File: src/hdl/ddrs_consts.vh
// register offsets, field positions, reset values and timing counts
`ifndef DDRS_CONSTS_VH
`define DDRS_CONSTS_VH
// ==========================================================
// register select codes
`define DDRS_SEL_ERROR      5'h02
`define DDRS_SEL_MAINT      5'h03
`define DDRS_SEL_ATTN       5'h04
`define DDRS_SEL_SECTRK     5'h05
`define DDRS_SEL_ROTPOS     5'h07
`define DDRS_SEL_CLASS      5'h06
`define DDRS_SEL_SERIAL     5'h0C
`define DDRS_SEL_OFFSET     5'h0D
`define DDRS_SEL_CONTROL    5'h00
`define DDRS_SEL_STATUS     5'h01
// ==========================================================
// field positions
`define DDRS_ERR_NOPROG     13
`define DDRS_ERR_UNSAFE     14
`define DDRS_ERR_RDCHK      15
`define DDRS_ERR_BADADDR    10
`define DDRS_MNT_DIAG       0
`define DDRS_MNT_WRAPCLK    1
`define DDRS_MNT_WRAPDATA   2
`define DDRS_MNT_WRAPEN     3
`define DDRS_MNT_WRAPOUT    4
`define DDRS_OFS_CORRINH    11
`define DDRS_CTL_GO         0
`define DDRS_CTL_FUNC_CLR   5'h04
`define DDRS_STS_READY      7
`define DDRS_CLS_DUAL       11
`define DDRS_CLS_MOVHEAD    13
// ==========================================================
// reset values and limits
`define DDRS_RST_WORD       16'h0000
`define DDRS_MAX_SECT16     5'h15
`define DDRS_MAX_SECT18     5'h13
`define DDRS_MAX_TRACK      5'h12
`define DDRS_IDLE_INDEXES   2'h3
`endif

File: src/hdl/ddrs_wrap_shifter.v
// diagnostic wrap-around shift register
`timescale 1ns/10ps
module ddrs_wrap_shifter (
  clk,
  reset,
  enable,
  loadWord,
  loadData,
  shiftPulse,
  serialIn,
  wordOut,
  serialOut
);
  input         clk;
  input         reset;
  input         enable;
  input         loadWord;
  input  [15:0] loadData;
  input         shiftPulse;
  input         serialIn;
  output [15:0] wordOut;
  output        serialOut;
  reg    [15:0] shift_reg;
  reg    [15:0] shift_next;
  // ==========================================================
  // load or shift one bit per software clock pulse
  always @* begin
    shift_next = shift_reg;
    if (loadWord) begin
      shift_next = loadData;
    end else if (enable && shiftPulse) begin
      shift_next = {serialIn, shift_reg[15:1]};
    end
  end
  always @(posedge clk or posedge reset) begin
    if (reset) begin
      shift_reg <= 16'h0000;
    end else begin
      shift_reg <= shift_next;
    end
  end
  assign wordOut   = shift_reg;
  assign serialOut = shift_reg[0];
endmodule // ddrs_wrap_shifter

File: src/hdl/ddrs_register_set.v
// drive register set: error flags, maintenance, attention, addressing
`timescale 1ns/10ps
// How it works
// three index pulses with no activity after a command set no-progress
// no-progress clears go bit and sets ready
// unsafe flag, error bit 14, set by drive condition and held; survives clear while condition lasts
// read-check flag, bit 15, set on code error after check bytes
// correction inhibit clear: start correction, keep read-check set
// correction inhibit set: skip correction despite code error
// next sector continues only if continue line high at block end fall
// drive clear or bus clear resets all error flags
// transfer-error line raised only during end-of-block pulse after correction done
// maintenance register read/write except wrap-out bit 4; diag bit enables diagnostics
// wrap-around shifting by software clock only in diagnostic mode
// read of register 04 drives attention bit onto unit's line
// writing one clears attention for that controller only
// power-up raises attention to both controllers
// persistent error forces neutral; attention waits for a request
// sector/track register; invalid address beyond 22 sectors (20 with format18), 19 tracks
// six-bit subsector count clears at sector rise; top bits give quarter
// sector count resets at index rise; wraps at 21 or 19
// sector found by exclusive-or of count and desired sector
// class register: type bits 0-8, dual bit 11, moving head 13
// serial register is jumper-set, read only
// offset register bits 0-7 hold head offset
// writes to read-only registers are silently dropped
`include "ddrs_consts.vh"
module ddrs_register_set (
  clk,
  reset,
  regSelect,
  regWrite,
  regRead,
  portB,
  writeData,
  readData,
  attnLines,
  busClear,
  unitNumber,
  typeJumpers,
  dualPort,
  serialJumpers,
  indexPulse,
  sectorPulse,
  subsectorTick,
  format18,
  activity,
  unsafeCondition,
  powerUp,
  persistentError,
  otherRequested,
  driveRequest,
  codeError,
  checkDone,
  correctionDone,
  endOfBlockPulse,
  transferContinue,
  sectorMatch,
  transferError,
  goBit,
  readyFlag,
  neutralState,
  correctionActive,
  continueNext,
  attnA,
  attnB
);
  input         clk;
  input         reset;
  input  [4:0]  regSelect;
  input         regWrite;
  input         regRead;
  input         portB;
  input  [15:0] writeData;
  output [15:0] readData;
  output [7:0]  attnLines;
  input         busClear;
  input  [2:0]  unitNumber;
  input  [8:0]  typeJumpers;
  input         dualPort;
  input  [15:0] serialJumpers;
  input         indexPulse;
  input         sectorPulse;
  input         subsectorTick;
  input         format18;
  input         activity;
  input         unsafeCondition;
  input         powerUp;
  input         persistentError;
  input         otherRequested;
  input         driveRequest;
  input         codeError;
  input         checkDone;
  input         correctionDone;
  input         endOfBlockPulse;
  input         transferContinue;
  output        sectorMatch;
  output        transferError;
  output        goBit;
  output        readyFlag;
  output        neutralState;
  output        correctionActive;
  output        continueNext;
  output        attnA;
  output        attnB;

  reg    [15:0] readData;
  reg    [15:0] maint_reg;
  reg    [15:0] sectTrk_reg;
  reg    [15:0] offset_reg;
  reg           go_reg;
  reg           ready_reg;
  reg    [1:0]  idleIdx_reg;
  reg           noProg_reg;
  reg           unsafe_reg;
  reg           rdChk_reg;
  reg           badAddr_reg;
  reg           corr_reg;
  reg           xferErr_reg;
  reg           cont_reg;
  reg           attnA_reg;
  reg           attnB_reg;
  reg           neutral_reg;
  reg           idxDly_reg;
  reg           secDly_reg;
  reg           eobDly_reg;
  reg           pwrDly_reg;
  reg    [5:0]  subsec_reg;
  reg    [4:0]  secCnt_reg;
  reg    [7:0]  attnOut;

  wire          idxRise = indexPulse & ~idxDly_reg;
  wire          secRise = sectorPulse & ~secDly_reg;
  wire          eobFall = ~endOfBlockPulse & eobDly_reg;
  wire          pwrRise = powerUp & ~pwrDly_reg;
  wire          wrEn    = regWrite;
  wire          clrCmd  = (wrEn && regSelect == `DDRS_SEL_CONTROL &&
                           writeData[5:1] == `DDRS_CTL_FUNC_CLR);
  wire          clrAll  = clrCmd | busClear;
  wire          diagOn  = maint_reg[`DDRS_MNT_DIAG];
  wire          corrInh = offset_reg[`DDRS_OFS_CORRINH];
  wire [4:0]    maxSect = format18 ? `DDRS_MAX_SECT18 : `DDRS_MAX_SECT16;
  wire          addrBad = (sectTrk_reg[4:0] > maxSect) ||
                          (sectTrk_reg[12:8] > `DDRS_MAX_TRACK);
  wire [4:0]    xorCmp  = secCnt_reg ^ sectTrk_reg[4:0];
  wire          rdChkEv = codeError & checkDone;
  wire          noProgEv = go_reg & idxRise & ~activity &
                           (idleIdx_reg == `DDRS_IDLE_INDEXES - 2'h1);
  wire [15:0]   wrapWord;
  wire          wrapBit;
  wire          thisPort = ~portB;

  // ==========================================================
  // wrap-around shifter, live only under diagnostic mode
  ddrs_wrap_shifter u_wrap (
    .clk        (clk),
    .reset      (reset),
    .enable     (diagOn & maint_reg[`DDRS_MNT_WRAPEN]),
    .loadWord   (diagOn & wrEn & regSelect == `DDRS_SEL_OFFSET),
    .loadData   (writeData),
    .shiftPulse (wrEn & regSelect == `DDRS_SEL_MAINT &
                 writeData[`DDRS_MNT_WRAPCLK] &
                 ~maint_reg[`DDRS_MNT_WRAPCLK]),
    .serialIn   (maint_reg[`DDRS_MNT_WRAPDATA]),
    .wordOut    (wrapWord),
    .serialOut  (wrapBit)
  );

  // ==========================================================
  // edge detectors and rotational counters
  always @(posedge clk or posedge reset) begin
    if (reset) begin
      idxDly_reg <= 1'b0;
      secDly_reg <= 1'b0;
      eobDly_reg <= 1'b0;
      pwrDly_reg <= 1'b0;
      subsec_reg <= 6'h00;
      secCnt_reg <= 5'h00;
    end else begin
      idxDly_reg <= indexPulse;
      secDly_reg <= sectorPulse;
      eobDly_reg <= endOfBlockPulse;
      pwrDly_reg <= powerUp;
      if (secRise) begin
        subsec_reg <= 6'h00;
      end else if (subsectorTick) begin
        subsec_reg <= subsec_reg + 6'h01;
      end
      if (idxRise) begin
        secCnt_reg <= 5'h00;
      end else if (secRise) begin
        // wrap keeps a missed index from running past the format
        secCnt_reg <= (secCnt_reg >= maxSect) ? 5'h00 :
                      secCnt_reg + 5'h01;
      end
    end
  end

  // ==========================================================
  // command state and error flags
  always @(posedge clk or posedge reset) begin
    if (reset) begin
      go_reg      <= 1'b0;
      ready_reg   <= 1'b1;
      idleIdx_reg <= 2'h0;
      noProg_reg  <= 1'b0;
      unsafe_reg  <= 1'b0;
      rdChk_reg   <= 1'b0;
      badAddr_reg <= 1'b0;
      corr_reg    <= 1'b0;
      xferErr_reg <= 1'b0;
      cont_reg    <= 1'b0;
    end else begin
      if (noProgEv) begin
        go_reg    <= 1'b0;
        ready_reg <= 1'b1;
      end else if (wrEn && regSelect == `DDRS_SEL_CONTROL &&
                   writeData[`DDRS_CTL_GO] && !clrCmd) begin
        go_reg    <= 1'b1;
        ready_reg <= 1'b0;
      end else if (go_reg && activity && eobFall && !transferContinue) begin
        go_reg    <= 1'b0;
        ready_reg <= 1'b1;
      end
      if (!go_reg || activity) begin
        idleIdx_reg <= 2'h0;
      end else if (idxRise) begin
        idleIdx_reg <= idleIdx_reg + 2'h1;
      end
      // set wins over clear on every flag
      noProg_reg  <= noProgEv | (noProg_reg & ~clrAll);
      unsafe_reg  <= unsafeCondition | (unsafe_reg & ~clrAll);
      rdChk_reg   <= rdChkEv | (rdChk_reg & ~clrAll);
      badAddr_reg <= (go_reg & addrBad) | (badAddr_reg & ~clrAll);
      if (rdChkEv && !corrInh) begin
        corr_reg <= 1'b1;
      end else if (correctionDone || corrInh) begin
        corr_reg <= 1'b0;
      end
      if (corr_reg && correctionDone) begin
        xferErr_reg <= 1'b1;
      end else if (eobFall) begin
        xferErr_reg <= 1'b0;
      end
      if (eobFall) begin
        cont_reg <= transferContinue;
      end
    end
  end

  // ==========================================================
  // maintenance, sector/track and offset registers
  always @(posedge clk or posedge reset) begin
    if (reset) begin
      maint_reg   <= `DDRS_RST_WORD;
      sectTrk_reg <= `DDRS_RST_WORD;
      offset_reg  <= `DDRS_RST_WORD;
    end else begin
      if (wrEn && regSelect == `DDRS_SEL_MAINT) begin
        maint_reg <= writeData;
      end else begin
        maint_reg[`DDRS_MNT_WRAPOUT] <= wrapBit & diagOn;
      end
      if (wrEn && regSelect == `DDRS_SEL_SECTRK && !go_reg) begin
        sectTrk_reg <= writeData;
      end
      if (wrEn && regSelect == `DDRS_SEL_OFFSET && !go_reg) begin
        offset_reg <= writeData;
      end
    end
  end

  // ==========================================================
  // attention flags, one per controller
  always @(posedge clk or posedge reset) begin
    if (reset) begin
      attnA_reg   <= 1'b0;
      attnB_reg   <= 1'b0;
      neutral_reg <= 1'b0;
    end else begin
      if (persistentError) begin
        neutral_reg <= 1'b1;
      end else if (driveRequest) begin
        neutral_reg <= 1'b0;
      end
      if (pwrRise ||
          (neutral_reg && (driveRequest || otherRequested))) begin
        attnA_reg <= 1'b1;
        attnB_reg <= 1'b1;
      end else if (wrEn && regSelect == `DDRS_SEL_ATTN &&
                   writeData[unitNumber]) begin
        // a write only reaches the writing controller's flag
        if (thisPort) begin
          attnA_reg <= 1'b0;
        end else begin
          attnB_reg <= 1'b0;
        end
      end
    end
  end

  // ==========================================================
  // read multiplexer; writes to read-only selects just fall away
  always @* begin
    readData = 16'h0000;
    attnOut  = 8'h00;
    if (regRead && regSelect == `DDRS_SEL_ATTN) begin
      attnOut[unitNumber] = thisPort ? attnA_reg : attnB_reg;
    end
    if (regSelect == `DDRS_SEL_ERROR) begin
      readData[`DDRS_ERR_NOPROG]  = noProg_reg;
      readData[`DDRS_ERR_UNSAFE]  = unsafe_reg;
      readData[`DDRS_ERR_RDCHK]   = rdChk_reg;
      readData[`DDRS_ERR_BADADDR] = badAddr_reg;
    end else if (regSelect == `DDRS_SEL_STATUS) begin
      readData[`DDRS_STS_READY] = ready_reg;
    end else if (regSelect == `DDRS_SEL_CONTROL) begin
      readData[`DDRS_CTL_GO] = go_reg;
    end else if (regSelect == `DDRS_SEL_MAINT) begin
      readData = maint_reg;
    end else if (regSelect == `DDRS_SEL_ATTN) begin
      readData[7:0] = attnOut;
    end else if (regSelect == `DDRS_SEL_SECTRK) begin
      readData = sectTrk_reg;
    end else if (regSelect == `DDRS_SEL_ROTPOS) begin
      readData = {5'h00, secCnt_reg, subsec_reg};
    end else if (regSelect == `DDRS_SEL_CLASS) begin
      readData[8:0]              = typeJumpers;
      readData[`DDRS_CLS_DUAL]    = dualPort;
      readData[`DDRS_CLS_MOVHEAD] = 1'b1;
    end else if (regSelect == `DDRS_SEL_SERIAL) begin
      readData = serialJumpers;
    end else if (regSelect == `DDRS_SEL_OFFSET) begin
      readData = diagOn ? wrapWord : offset_reg;
    end
  end

  assign attnLines        = attnOut;
  assign sectorMatch      = (xorCmp == 5'h00);
  assign transferError    = xferErr_reg & endOfBlockPulse;
  assign goBit            = go_reg;
  assign readyFlag        = ready_reg;
  assign neutralState     = neutral_reg;
  assign correctionActive = corr_reg;
  assign continueNext     = cont_reg;
  assign attnA            = attnA_reg;
  assign attnB            = attnB_reg;
endmodule // ddrs_register_set

File: config.mk
export PLATFORM = sky130hd
export DESIGN_NAME = ddrs_register_set
export DESIGN_NICKNAME = d
export VERILOG_FILES = /design/src/hdl/ddrs_wrap_shifter.v /design/src/hdl/ddrs_register_set.v
export VERILOG_INCLUDE_DIRS = /design/src /design/src/hdl
export SDC_FILE = /design/constraint.sdc
export NUM_CORES = 1
export LEC_CHECK = 0
export BUFFER_PORTS_ARGS = -buffer_cell sky130_fd_sc_hd__clkbuf_2
export CAP_MARGIN = 10
export CORE_MARGIN = 2
export CORE_UTILIZATION = 51
export DETAILED_ROUTE_END_ITERATION = 12
export GPL_TIMING_DRIVEN = 1
export HOLD_SLACK_MARGIN = 0.12
export PLACE_DENSITY = 0.84
export SLEW_MARGIN = 20
export SYNTH_ARGS = -nofsm -noshare
export SYNTH_HDL_FRONTEND = slang
export SYNTH_HIERARCHICAL = 1
export SYNTH_SLANG_ARGS = --single-unit
File: constraint.sdc
create_clock -name clk -period 2.5 [get_ports clk]
set_input_delay 0.5 -clock clk [delete_from_list [all_inputs] [get_ports clk]]
set_output_delay 0.5 -clock clk [all_outputs]
set_load 0.01 [all_outputs]
== Word-level counts from Yosys, hierarchy flattened ==
Cells that the tools add are included.

* Word-level logic and storage cells: 194
* Register bits: 93
* Output and inout bits: 33
* Bits of input ports: 71

* Reduce and logical (&&, ||, !) cells: 43
* Add/sub/neg operators: 3
* Multiplexer cells: 71
* Bitwise logic cells: 35
* Magnitude comparators: 6
* Eq/ne operators: 12

{| class="wikitable"
|+ Operator list
! cell !! count
|-
| $mux W16 || 21
|-
| $mux W8 || 4
|-
| $mux W1 || 28
|-
| $eq A5 B3 Y1 const B || 5
|-
| $and A1 B1 Y1 || 21
|-
| $logic_and A1 B1 Y1 || 20
|-
| $reduce_bool A2 Y1 || 9
|-
| $mux W15 || 1
|-
| $mux W5 || 3
|-
| $mux W6 || 2
|-
| $eq A5 B2 Y1 const B || 2
|-
| $eq A5 B4 Y1 const B || 2
|-
| $logic_not A5 Y1 || 2
|-
| $mux W10 || 1
|-
| $mux W2 || 5
|-
| $mux W9 || 1
|-
| $and A8 B8 Y8 || 1
|-
| $mux W7 || 1
|-
| $not A1 Y1 || 7
|-
| $add A6 B1 Y6 const B || 1
|-
| $mux W3 || 2
|-
| $add A5 B1 Y5 const B || 1
|-
| $eq A5 B1 Y1 const B || 1
|-
| $ge A5 B5 Y1 || 1
|-
| other kinds (16) || 28
|}

== Longest topological paths before layout ==
Gate-level depths: netlist of the first run.

* Word-level depth: 24
* Gate-level depth with buffers: 10
* Mapped depth without buffers: 6

== By module ==
The synthesis of the first run kept the hierarchy.

{| class="wikitable"
|+ Modules (own cells, without submodules)
! module !! sequential area each (sq um) !! cells an instance !! instances !! area each (sq um)
|-
| ddrs_register_set || 1928.1 || 488 || 1 || 4739.5
|-
| ddrs_wrap_shifter || 400.4 || 94 || 1 || 975.9
|}

== Worst setup path after synthesis of the first run ==
Ideal clock, no wire load.

* Path type: in2out
* Start: input port regSelect[0]
* End: output port readData[7]
* Path slack: 0.289 ns
* Stages: 4
* Arrival time: 1.711 ns
* Path buffers: 0
* Data required time: 2.000 ns
* Cells stage by stage: or3b_2 -> nor4b_4 -> a31oi_1 -> o221ai_1

* Longest elaborated chain between the ends: 24
* Elaborated cells between the ends (all ways): 35
* Those cells by class: 9 x eq/ne; 24 x mux; 2 x reduce/logical

{| class="wikitable"
|+ Ends and longest elaborated chain
! element !! RTL line !! RTL
|-
| start, declared || ddrs_register_set.v:70 || <nowiki>input [4:0] regSelect;</nowiki>
|-
| $eq A5 B4 Y1 (no source line) || - ||
|-
| $mux W16 || ddrs_register_set.v:333 || <nowiki>end else if (regSelect == `DDRS_SEL_OFFSET) begin</nowiki>
|-
| $mux W16 || ddrs_register_set.v:331 || <nowiki>end else if (regSelect == `DDRS_SEL_SERIAL) begin</nowiki>
|-
| $mux W16 || ddrs_register_set.v:327 || <nowiki>end else if (regSelect == `DDRS_SEL_CLASS) begin</nowiki>
|-
| $mux W16 || ddrs_register_set.v:325 || <nowiki>end else if (regSelect == `DDRS_SEL_ROTPOS) begin</nowiki>
|-
| $mux W16 || ddrs_register_set.v:323 || <nowiki>end else if (regSelect == `DDRS_SEL_SECTRK) begin</nowiki>
|-
| $mux W16 || ddrs_register_set.v:321 || <nowiki>end else if (regSelect == `DDRS_SEL_ATTN) begin</nowiki>
|-
| $mux W16 || ddrs_register_set.v:319 || <nowiki>end else if (regSelect == `DDRS_SEL_MAINT) begin</nowiki>
|-
| (+8 left out) || - ||
|-
| $mux W16 || ddrs_register_set.v:317 || <nowiki>end else if (regSelect == `DDRS_SEL_CONTROL) begin</nowiki>
|-
| $mux W16 || ddrs_register_set.v:315 || <nowiki>end else if (regSelect == `DDRS_SEL_STATUS) begin</nowiki>
|-
| $mux W16 || ddrs_register_set.v:310 || <nowiki>if (regSelect == `DDRS_SEL_ERROR) begin</nowiki>
|-
| $mux W8 || ddrs_register_set.v:321 ||
|-
| $mux W16 || ddrs_register_set.v:319 ||
|-
| $mux W15 || ddrs_register_set.v:317 ||
|-
| $mux W1 || ddrs_register_set.v:315 ||
|-
| $mux W10 (*) || ddrs_register_set.v:310 ||
|-
| end, declared || ddrs_register_set.v:107 || <nowiki>reg [15:0] readData;</nowiki>
|}

Every way passes the cells marked *; elsewhere a longest branch is shown, timed or not. The select of a mux whose other input is x is not followed.

== Final worst setup path of the first run ==
* Start: input port regSelect[3]
* End: output port readData[6]

* Longest elaborated chain between the ends: 24
* Elaborated cells between the ends (all ways): 35
* Those cells by class: 9 x eq/ne; 24 x mux; 2 x reduce/logical

{| class="wikitable"
|+ Ends and longest elaborated chain
! element !! RTL line
|-
| $eq A5 B4 Y1 (no source line) || -
|-
| $mux W16 || ddrs_register_set.v:333
|-
| $mux W16 || ddrs_register_set.v:331
|-
| $mux W16 || ddrs_register_set.v:327
|-
| $mux W16 || ddrs_register_set.v:325
|-
| $mux W16 || ddrs_register_set.v:323
|-
| $mux W16 || ddrs_register_set.v:321
|-
| $mux W16 || ddrs_register_set.v:319
|-
| (+8 left out) || -
|-
| $mux W16 || ddrs_register_set.v:317
|-
| $mux W16 || ddrs_register_set.v:315
|-
| $mux W16 || ddrs_register_set.v:310
|-
| $mux W8 || ddrs_register_set.v:321
|-
| $mux W16 || ddrs_register_set.v:319
|-
| $mux W15 || ddrs_register_set.v:317
|-
| $mux W7 || ddrs_register_set.v:315
|-
| $mux W10 (*) || ddrs_register_set.v:310
|}

Marked as above.

==> results of run 1 <==
==> per-layer routing <==
metal  vias to the layer above  part of all wire [%]
li1                       2308                     -
met5                         -                     0
met1                      2561                    41
met3                        49                   8.7
met2                       325                    47
met4                         0                   3.3
==> final cells by class <==
class	instances	area share [%]
Clock inverter	6	1.04
Clock buffer	10	2.04
Sequential cell	93	34.5
Inverter	23	1.30
Tap cell	140	2.60
Timing Repair Buffer	139	12.4
Multi-Input combinational cell	422	46.2
==> report_power, final <==
part / switching, µW / leakage (µW) / total (µW) / internal (µW)
sequential: 207 / 0.00119 / 1940 / 1730
combinational: 468 / 0.00185 / 903 / 435
clock: 559 / 0.000107 / 1060 / 497
==> cells in the mapped netlist, types with 6 or more instances <==
cell      number
o211ai_1       9
buf_2         18
o21ai_0       19
nand3b_1       8
o211ai_2      10
nand2b_1      24
xor2_1         6
xnor2_1        6
clkbuf_1      17
nand3_1        8
a221o_1        6
nor2_1        37
mux2i_1       25
nand2_1       51
inv_1         23
a21oi_1       42
nand4b_1      17
mux2_2        49
nor2b_1       14
nor3_1        10
dfrtp_1       92
ha_1           7
==> path summary, 6_finish.rpt <==
check	start	to	slack, ns	cells after the start
max	regSelect[3]	readData[6]	-0.009	7
max reg2reg	neutralState	attnB	0.89	4
min in group clk	powerUp	pwrDly_reg	0.25	1
min	reset	offset_reg[12]	0.15	3
min reg2reg	unsafe_reg	unsafe_reg	0.48	1
max in group asynchronous	reset	u_wrap/wordOut[0]	1.86	2
==> metrics by stage <==
stage | power, µW | setup slack, ns
after floorplan | 2480 | 0.0350
after global placement | 2790 | -0.000586
after detailed placement | 2840 | -0.0484
after CTS | 3900 | -0.00267
after global routing | 4080 | -0.0724
final | 3900 | -0.00940
==> timing repair <==
| action | in CTS | in global routing |
|---|---|---|
| hold endpoints to repair | 0 | 0 |
| gates cloned | 0 | 0 |
| endpoints found under the setup margin | 4 | 12 |
| setup buffers | 0 | 1 |
| resized for setup | 6 | 10 |
| pin swaps | 3 | 2 |
==> cell usage in the layout (no fill, tap or decap), types with 13 or more instances in the layout <==
master,instances
clkbuf_2,102
dfrtp_1,92
nand2_1,51
mux2_2,49
a21oi_1,41
nor2_1,37
buf_4,30
mux2i_1,24
nand2b_1,23
inv_1,22
o21ai_0,19
nand4b_1,17
nor2b_1,13
==> cell families after synthesis <==
group                      Yosys count  synth area share (%)
muxes                               75                  14.4
and+or+nand+nor                    198                  19.6
xor gates and xnor gates            12                  1.84
adders and majority gates            7                  1.53
AOI/OAI and AO/OA                  130                  16.2
buffers and inverters               67                  5.67
DFF                                 93                  40.7
==> worst max-delay path, delay by kind of cell <==
| kind | cells | cell delay, ns |
|---|---|---|
| buf+inv | 3 | 0.46 |
| simple gates | 3 | 0.83 |
| compound gates | 1 | 0.21 |
==> metrics, run 1 <==
worst vdd ir=369 µV; Clock Path Buffers=2; initial antenna violation count=0; Crit-path slowest cell=or3b_4; vias in the first global route=5,048; Slew @ Worst Pin=between 0.7 and 0.8 ns; ranking of synthesized cells by area=dfrtp_1, mux2_2, mux2i_1, a21oi_1, nand2_1; Site Rows=38; WP data arrival=2.01 ns; drt first-iter violations=542; total CTS buffers=9; DP Wirelength=12,600 µm; Hold/Removal Path Class=in2async; largest net degree at the start of global routing=78; P per Cell Area=578 nW/µm²; GR peak layer=met2; Syn Nets=660; Yosys reg bits=93; TritonCTS clock tree=built; total gr overflow=0; Synth top area share=40.3%; DRC viols=0; fin area=between 6000 and 7000 µm²; first-pass GRT wire length=26,600 µm; syn avg cell area=9.82 µm²; setup TNS=-0.0110 ns; DIE HEIGHT=~110 µm; post-route antenna net violation count=0; Layout area overhead=18.1%; CP max stage delay=0.46 ns; area leader, netlist=dfrtp_1; asr flop ratio synth=between 90% and 100%; dpl cell area=roughly 6500 µm²; fin crit share=100%; clk root buf=clkbuf_8; GP Congestion=about 0.98; Fin Clk Skew=roughly 0.011 ns; core box area=10,900 µm²; status=finished, violations left; Hold Vio Cnt, Final=0; GRT met3 Usage=around 4.3%; # H-tree levels=3; gr usage total=slightly below 30%; fin util=roughly three fifths; Post-CTS Hold Buffers=0; Reg clk slew, reported paths=0.09 ns; endpoint class of the critical path=output pin; post-route setup slack=-0.00940 ns; CP Launch Type=input port; via count=5,243; Most common cell on crit path=clkbuf_2; WL final=17,200 µm; nets=766; PortBufs=around 100; multi-input logic area=3120 µm²; Die W=roughly 110 µm; Post-Syn Instances=582; Fillers=929; max-slew violations=0; violated checks=negative setup slack; Slew HR=50.5%; post-DR wirelength/cell=20.6 µm; RSZ-0062 raised after global routing=yes; met1 Resource Use GR=about two fifths; Setup CP Type=in2out; Final Critical Period=roughly 2.5 ns; synth unique cells=68; # clock sinks=93; Clock Latency Late Sink=between 0.3 and 0.4 ns; sequential share of the synthesized area=40.7%; crit path max fanout=4; ANT cells=0; Yosys warnings=6; leak pwr=0.00315 µW; max frequency=approximately 400 MHz; Starting Density=a little over half; Synth Flop Type=dfrtp_1; met2 Use GR=approximately 47%; share of cells above drive strength 1=about a third; fin cells=833; final setup fails=2; DRT Pass-1 Iters=5; WP data required=2.00 ns; max cap viols=0; DR vias/cell=roughly 6.3; Post-synth EDFFs=0; die area=12,100 µm²; Reg area=2330 µm²; CP cell instances=clkbuf_2 > or3b_4 > nor4_4 > buf_4 > nand3_1 > a31oi_1 > clkbuf_2; Ports=104; synthesized area=5720 µm²; Placed Cells=between 800 and 900; WHS=around 0.15 ns
No activity file was read; power rests on OpenSTA's default activity.
==> run 2: changes to the inputs <==
CAP_MARGIN = default   (was 10)
REMOVE_ABC_BUFFERS = 1   (was default)
==> metrics, run 2 (same netlist as run 1, synthesis figures left out) <==
P per Cell Area=573 nW/µm² (-0.85%); setup TNS=0 ns (+0.0110 ns); DRT Pass-1 Iters=6 (+1); Clock Path Buffers=2 (unchanged); via count=5,036 (-3.9%); endpoint class of the critical path=output pin; Slew @ Worst Pin=0.759 ns (+0.0184 ns); Die W=110 µm (unchanged); worst vdd ir=392 µV (+6.2%); max-slew violations=0 (unchanged); share of cells above drive strength 1=34.5% (-0.24 points); RSZ-0062 raised after global routing=yes; first-pass GRT wire length=25,700 µm (-3.4%); Site Rows=38 (unchanged); net switching power=1200 µW (-2.4%); Place WS=-0.0897 ns (-0.0412 ns); most frequent cells in the layout=clkbuf_2, dfrtp_1, nand2_1; fin cells=835 (+0.24%); # clock sinks=93 (unchanged); status=completed; final setup fails=0 (-2); die area=12,100 µm² (unchanged); CP Launch Type=input port; post-route antenna net violation count=0 (unchanged); total power=3870 µW (-0.88%); max frequency=408 MHz (+2.4%); P_int=2660 µW (-0.18%); WP data arrival=1.95 ns (-0.06 ns); DRC viols=0 (unchanged); Slew HR=49.3% (-1.2 points); fin crit share=98.0% (-2.4 points); PortBufs=103 (unchanged); leak pwr=0.00315 µW (about the same); TritonCTS clock tree=built; largest net degree at the start of global routing=49 (-37%); nets=768 (+0.26%); Clock Latency Late Sink=0.37 ns (about the same); commonest non-fill, non-tap cell in the layout=clkbuf_2; clock power share=26.8% (-0.3 points); post-route setup slack=0.0500 ns (+0.0594 ns); crit path max fanout=4 (unchanged); Sequential Power Share=50.1% (+0.3 points); WHS=0.189 ns (+0.0371 ns); Setup CP Type=in2out; Starting Density=52.5% (unchanged); drt first-iter violations=354 (-35%); DR vias/cell=6.03 (-4.2%); Comb pwr share=23.1% (about the same); clk root buf=clkbuf_8; max cap viols=0 (unchanged); Placed Cells=819 (+0.37%); vias in the first global route=4,855 (-3.8%); Layout area overhead=18.0% (about the same); total CTS buffers=9 (unchanged); Final Critical Period=2.45 ns (-0.0594 ns); GP Congestion=0.909 (-7.6%); postcts setup bufs=0 (unchanged); total gr overflow=0 (unchanged); ANT cells=0 (unchanged); switch share=31.2% (-0.49 points); initial antenna violation count=0 (unchanged); Fin Clk Skew=0.0111 ns (-0.000211 ns); post-DR wirelength/cell=19.8 µm (-4.2%); gr usage total=28.3% (-1.1 points); Ports=104 (unchanged); # H-tree levels=3 (unchanged); WL final=16,500 µm (-4.0%); Hold/Removal Path Class=in2async; WP data required=2.00 ns (about the same); Post-CTS Hold Buffers=0 (unchanged); DIE HEIGHT=110 µm (unchanged); Reg clk slew, reported paths=0.10 ns (about the same); core box area=10,900 µm² (unchanged); Hold Vio Cnt, Final=0 (unchanged); DP Wirelength=12,500 µm (-1.3%)
==> run 2: path summary, 6_finish.rpt <==
check	from	endpoint	slack, ns	depth (start not counted)
worst max register to register	sectTrk_reg[2]	badAddr_reg	0.87	5
max in group asynchronous	reset	offset_reg[10]	1.70	3
min in group clk	sectorPulse	secDly_reg	0.24	1
worst min-delay path	reset	u_wrap/wordOut[15]	0.19	2
worst max-delay path	regSelect[3]	readData[4]	0.05	6
worst min register to register	noProg_reg	noProg_reg	0.50	2
==> run 2: stage by stage <==
| stage | util (%) | cell area, µm² |
|---|---|---|
| 6_report | 62.0 | 6750 |
| 5_1_grt | 62.0 | 6750 |
| 4_1_cts | 61.4 | 6690 |
| 3_5_place_dp | 59.5 | 6480 |
| 3_3_place_gp | 59.5 | 6480 |
| 2_1_floorplan | - | 5480 |
==> run 2: repair_timing <==
item,in CTS,in global routing
setup endpoints to repair,6,15
resized for setup,1,16
pin swaps,2,4
endpoints found under the hold margin,0,0
==> run 2: per-layer routing <==
| metal | track usage, % | up-vias | share of wire (%) |
|---|---|---|---|
| li1 | - | 2325 | - |
| met1 | 38.1 | 2471 | 44 |
| met2 | 46.1 | 220 | 47 |
| met3 | 5.10 | 20 | 7.3 |
| met4 | 9.22 | 0 | 1.8 |
| met5 | 0 | - | 0 |
==> run 2: critical path, cell delays in order <==
cell	delay (ns)
clkbuf_2	0.11
or3b_2	0.54
buf_4	0.18
or2_2	0.31
a31oi_1	0.14
clkbuf_2	0.16
==> run 2: final cells by class <==
type | count | area [µm²]
clock buffer | 11 | 141
clock inverter | 5 | 60.1
fill | 919 | 4140
inverter | 23 | 86.3
multi-input combinational | 422 | 3110
sequential | 93 | 2330
tap | 140 | 175
timing repair buffer | 141 | 850
==> run 2: power by group through the flow <==
| stage | Clock, µW | Combinational, µW | Sequential (µW) |
|---|---|---|---|
| 2_1_floorplan | 0 | 524 | 1910 |
| 3_3_place_gp | 0 | 848 | 1940 |
| 3_5_place_dp | 0 | 875 | 1960 |
| 4_1_cts | 1060 | 883 | 1930 |
| 5_1_grt | 1110 | 977 | 1960 |
| 6_report | 1040 | 892 | 1940 |
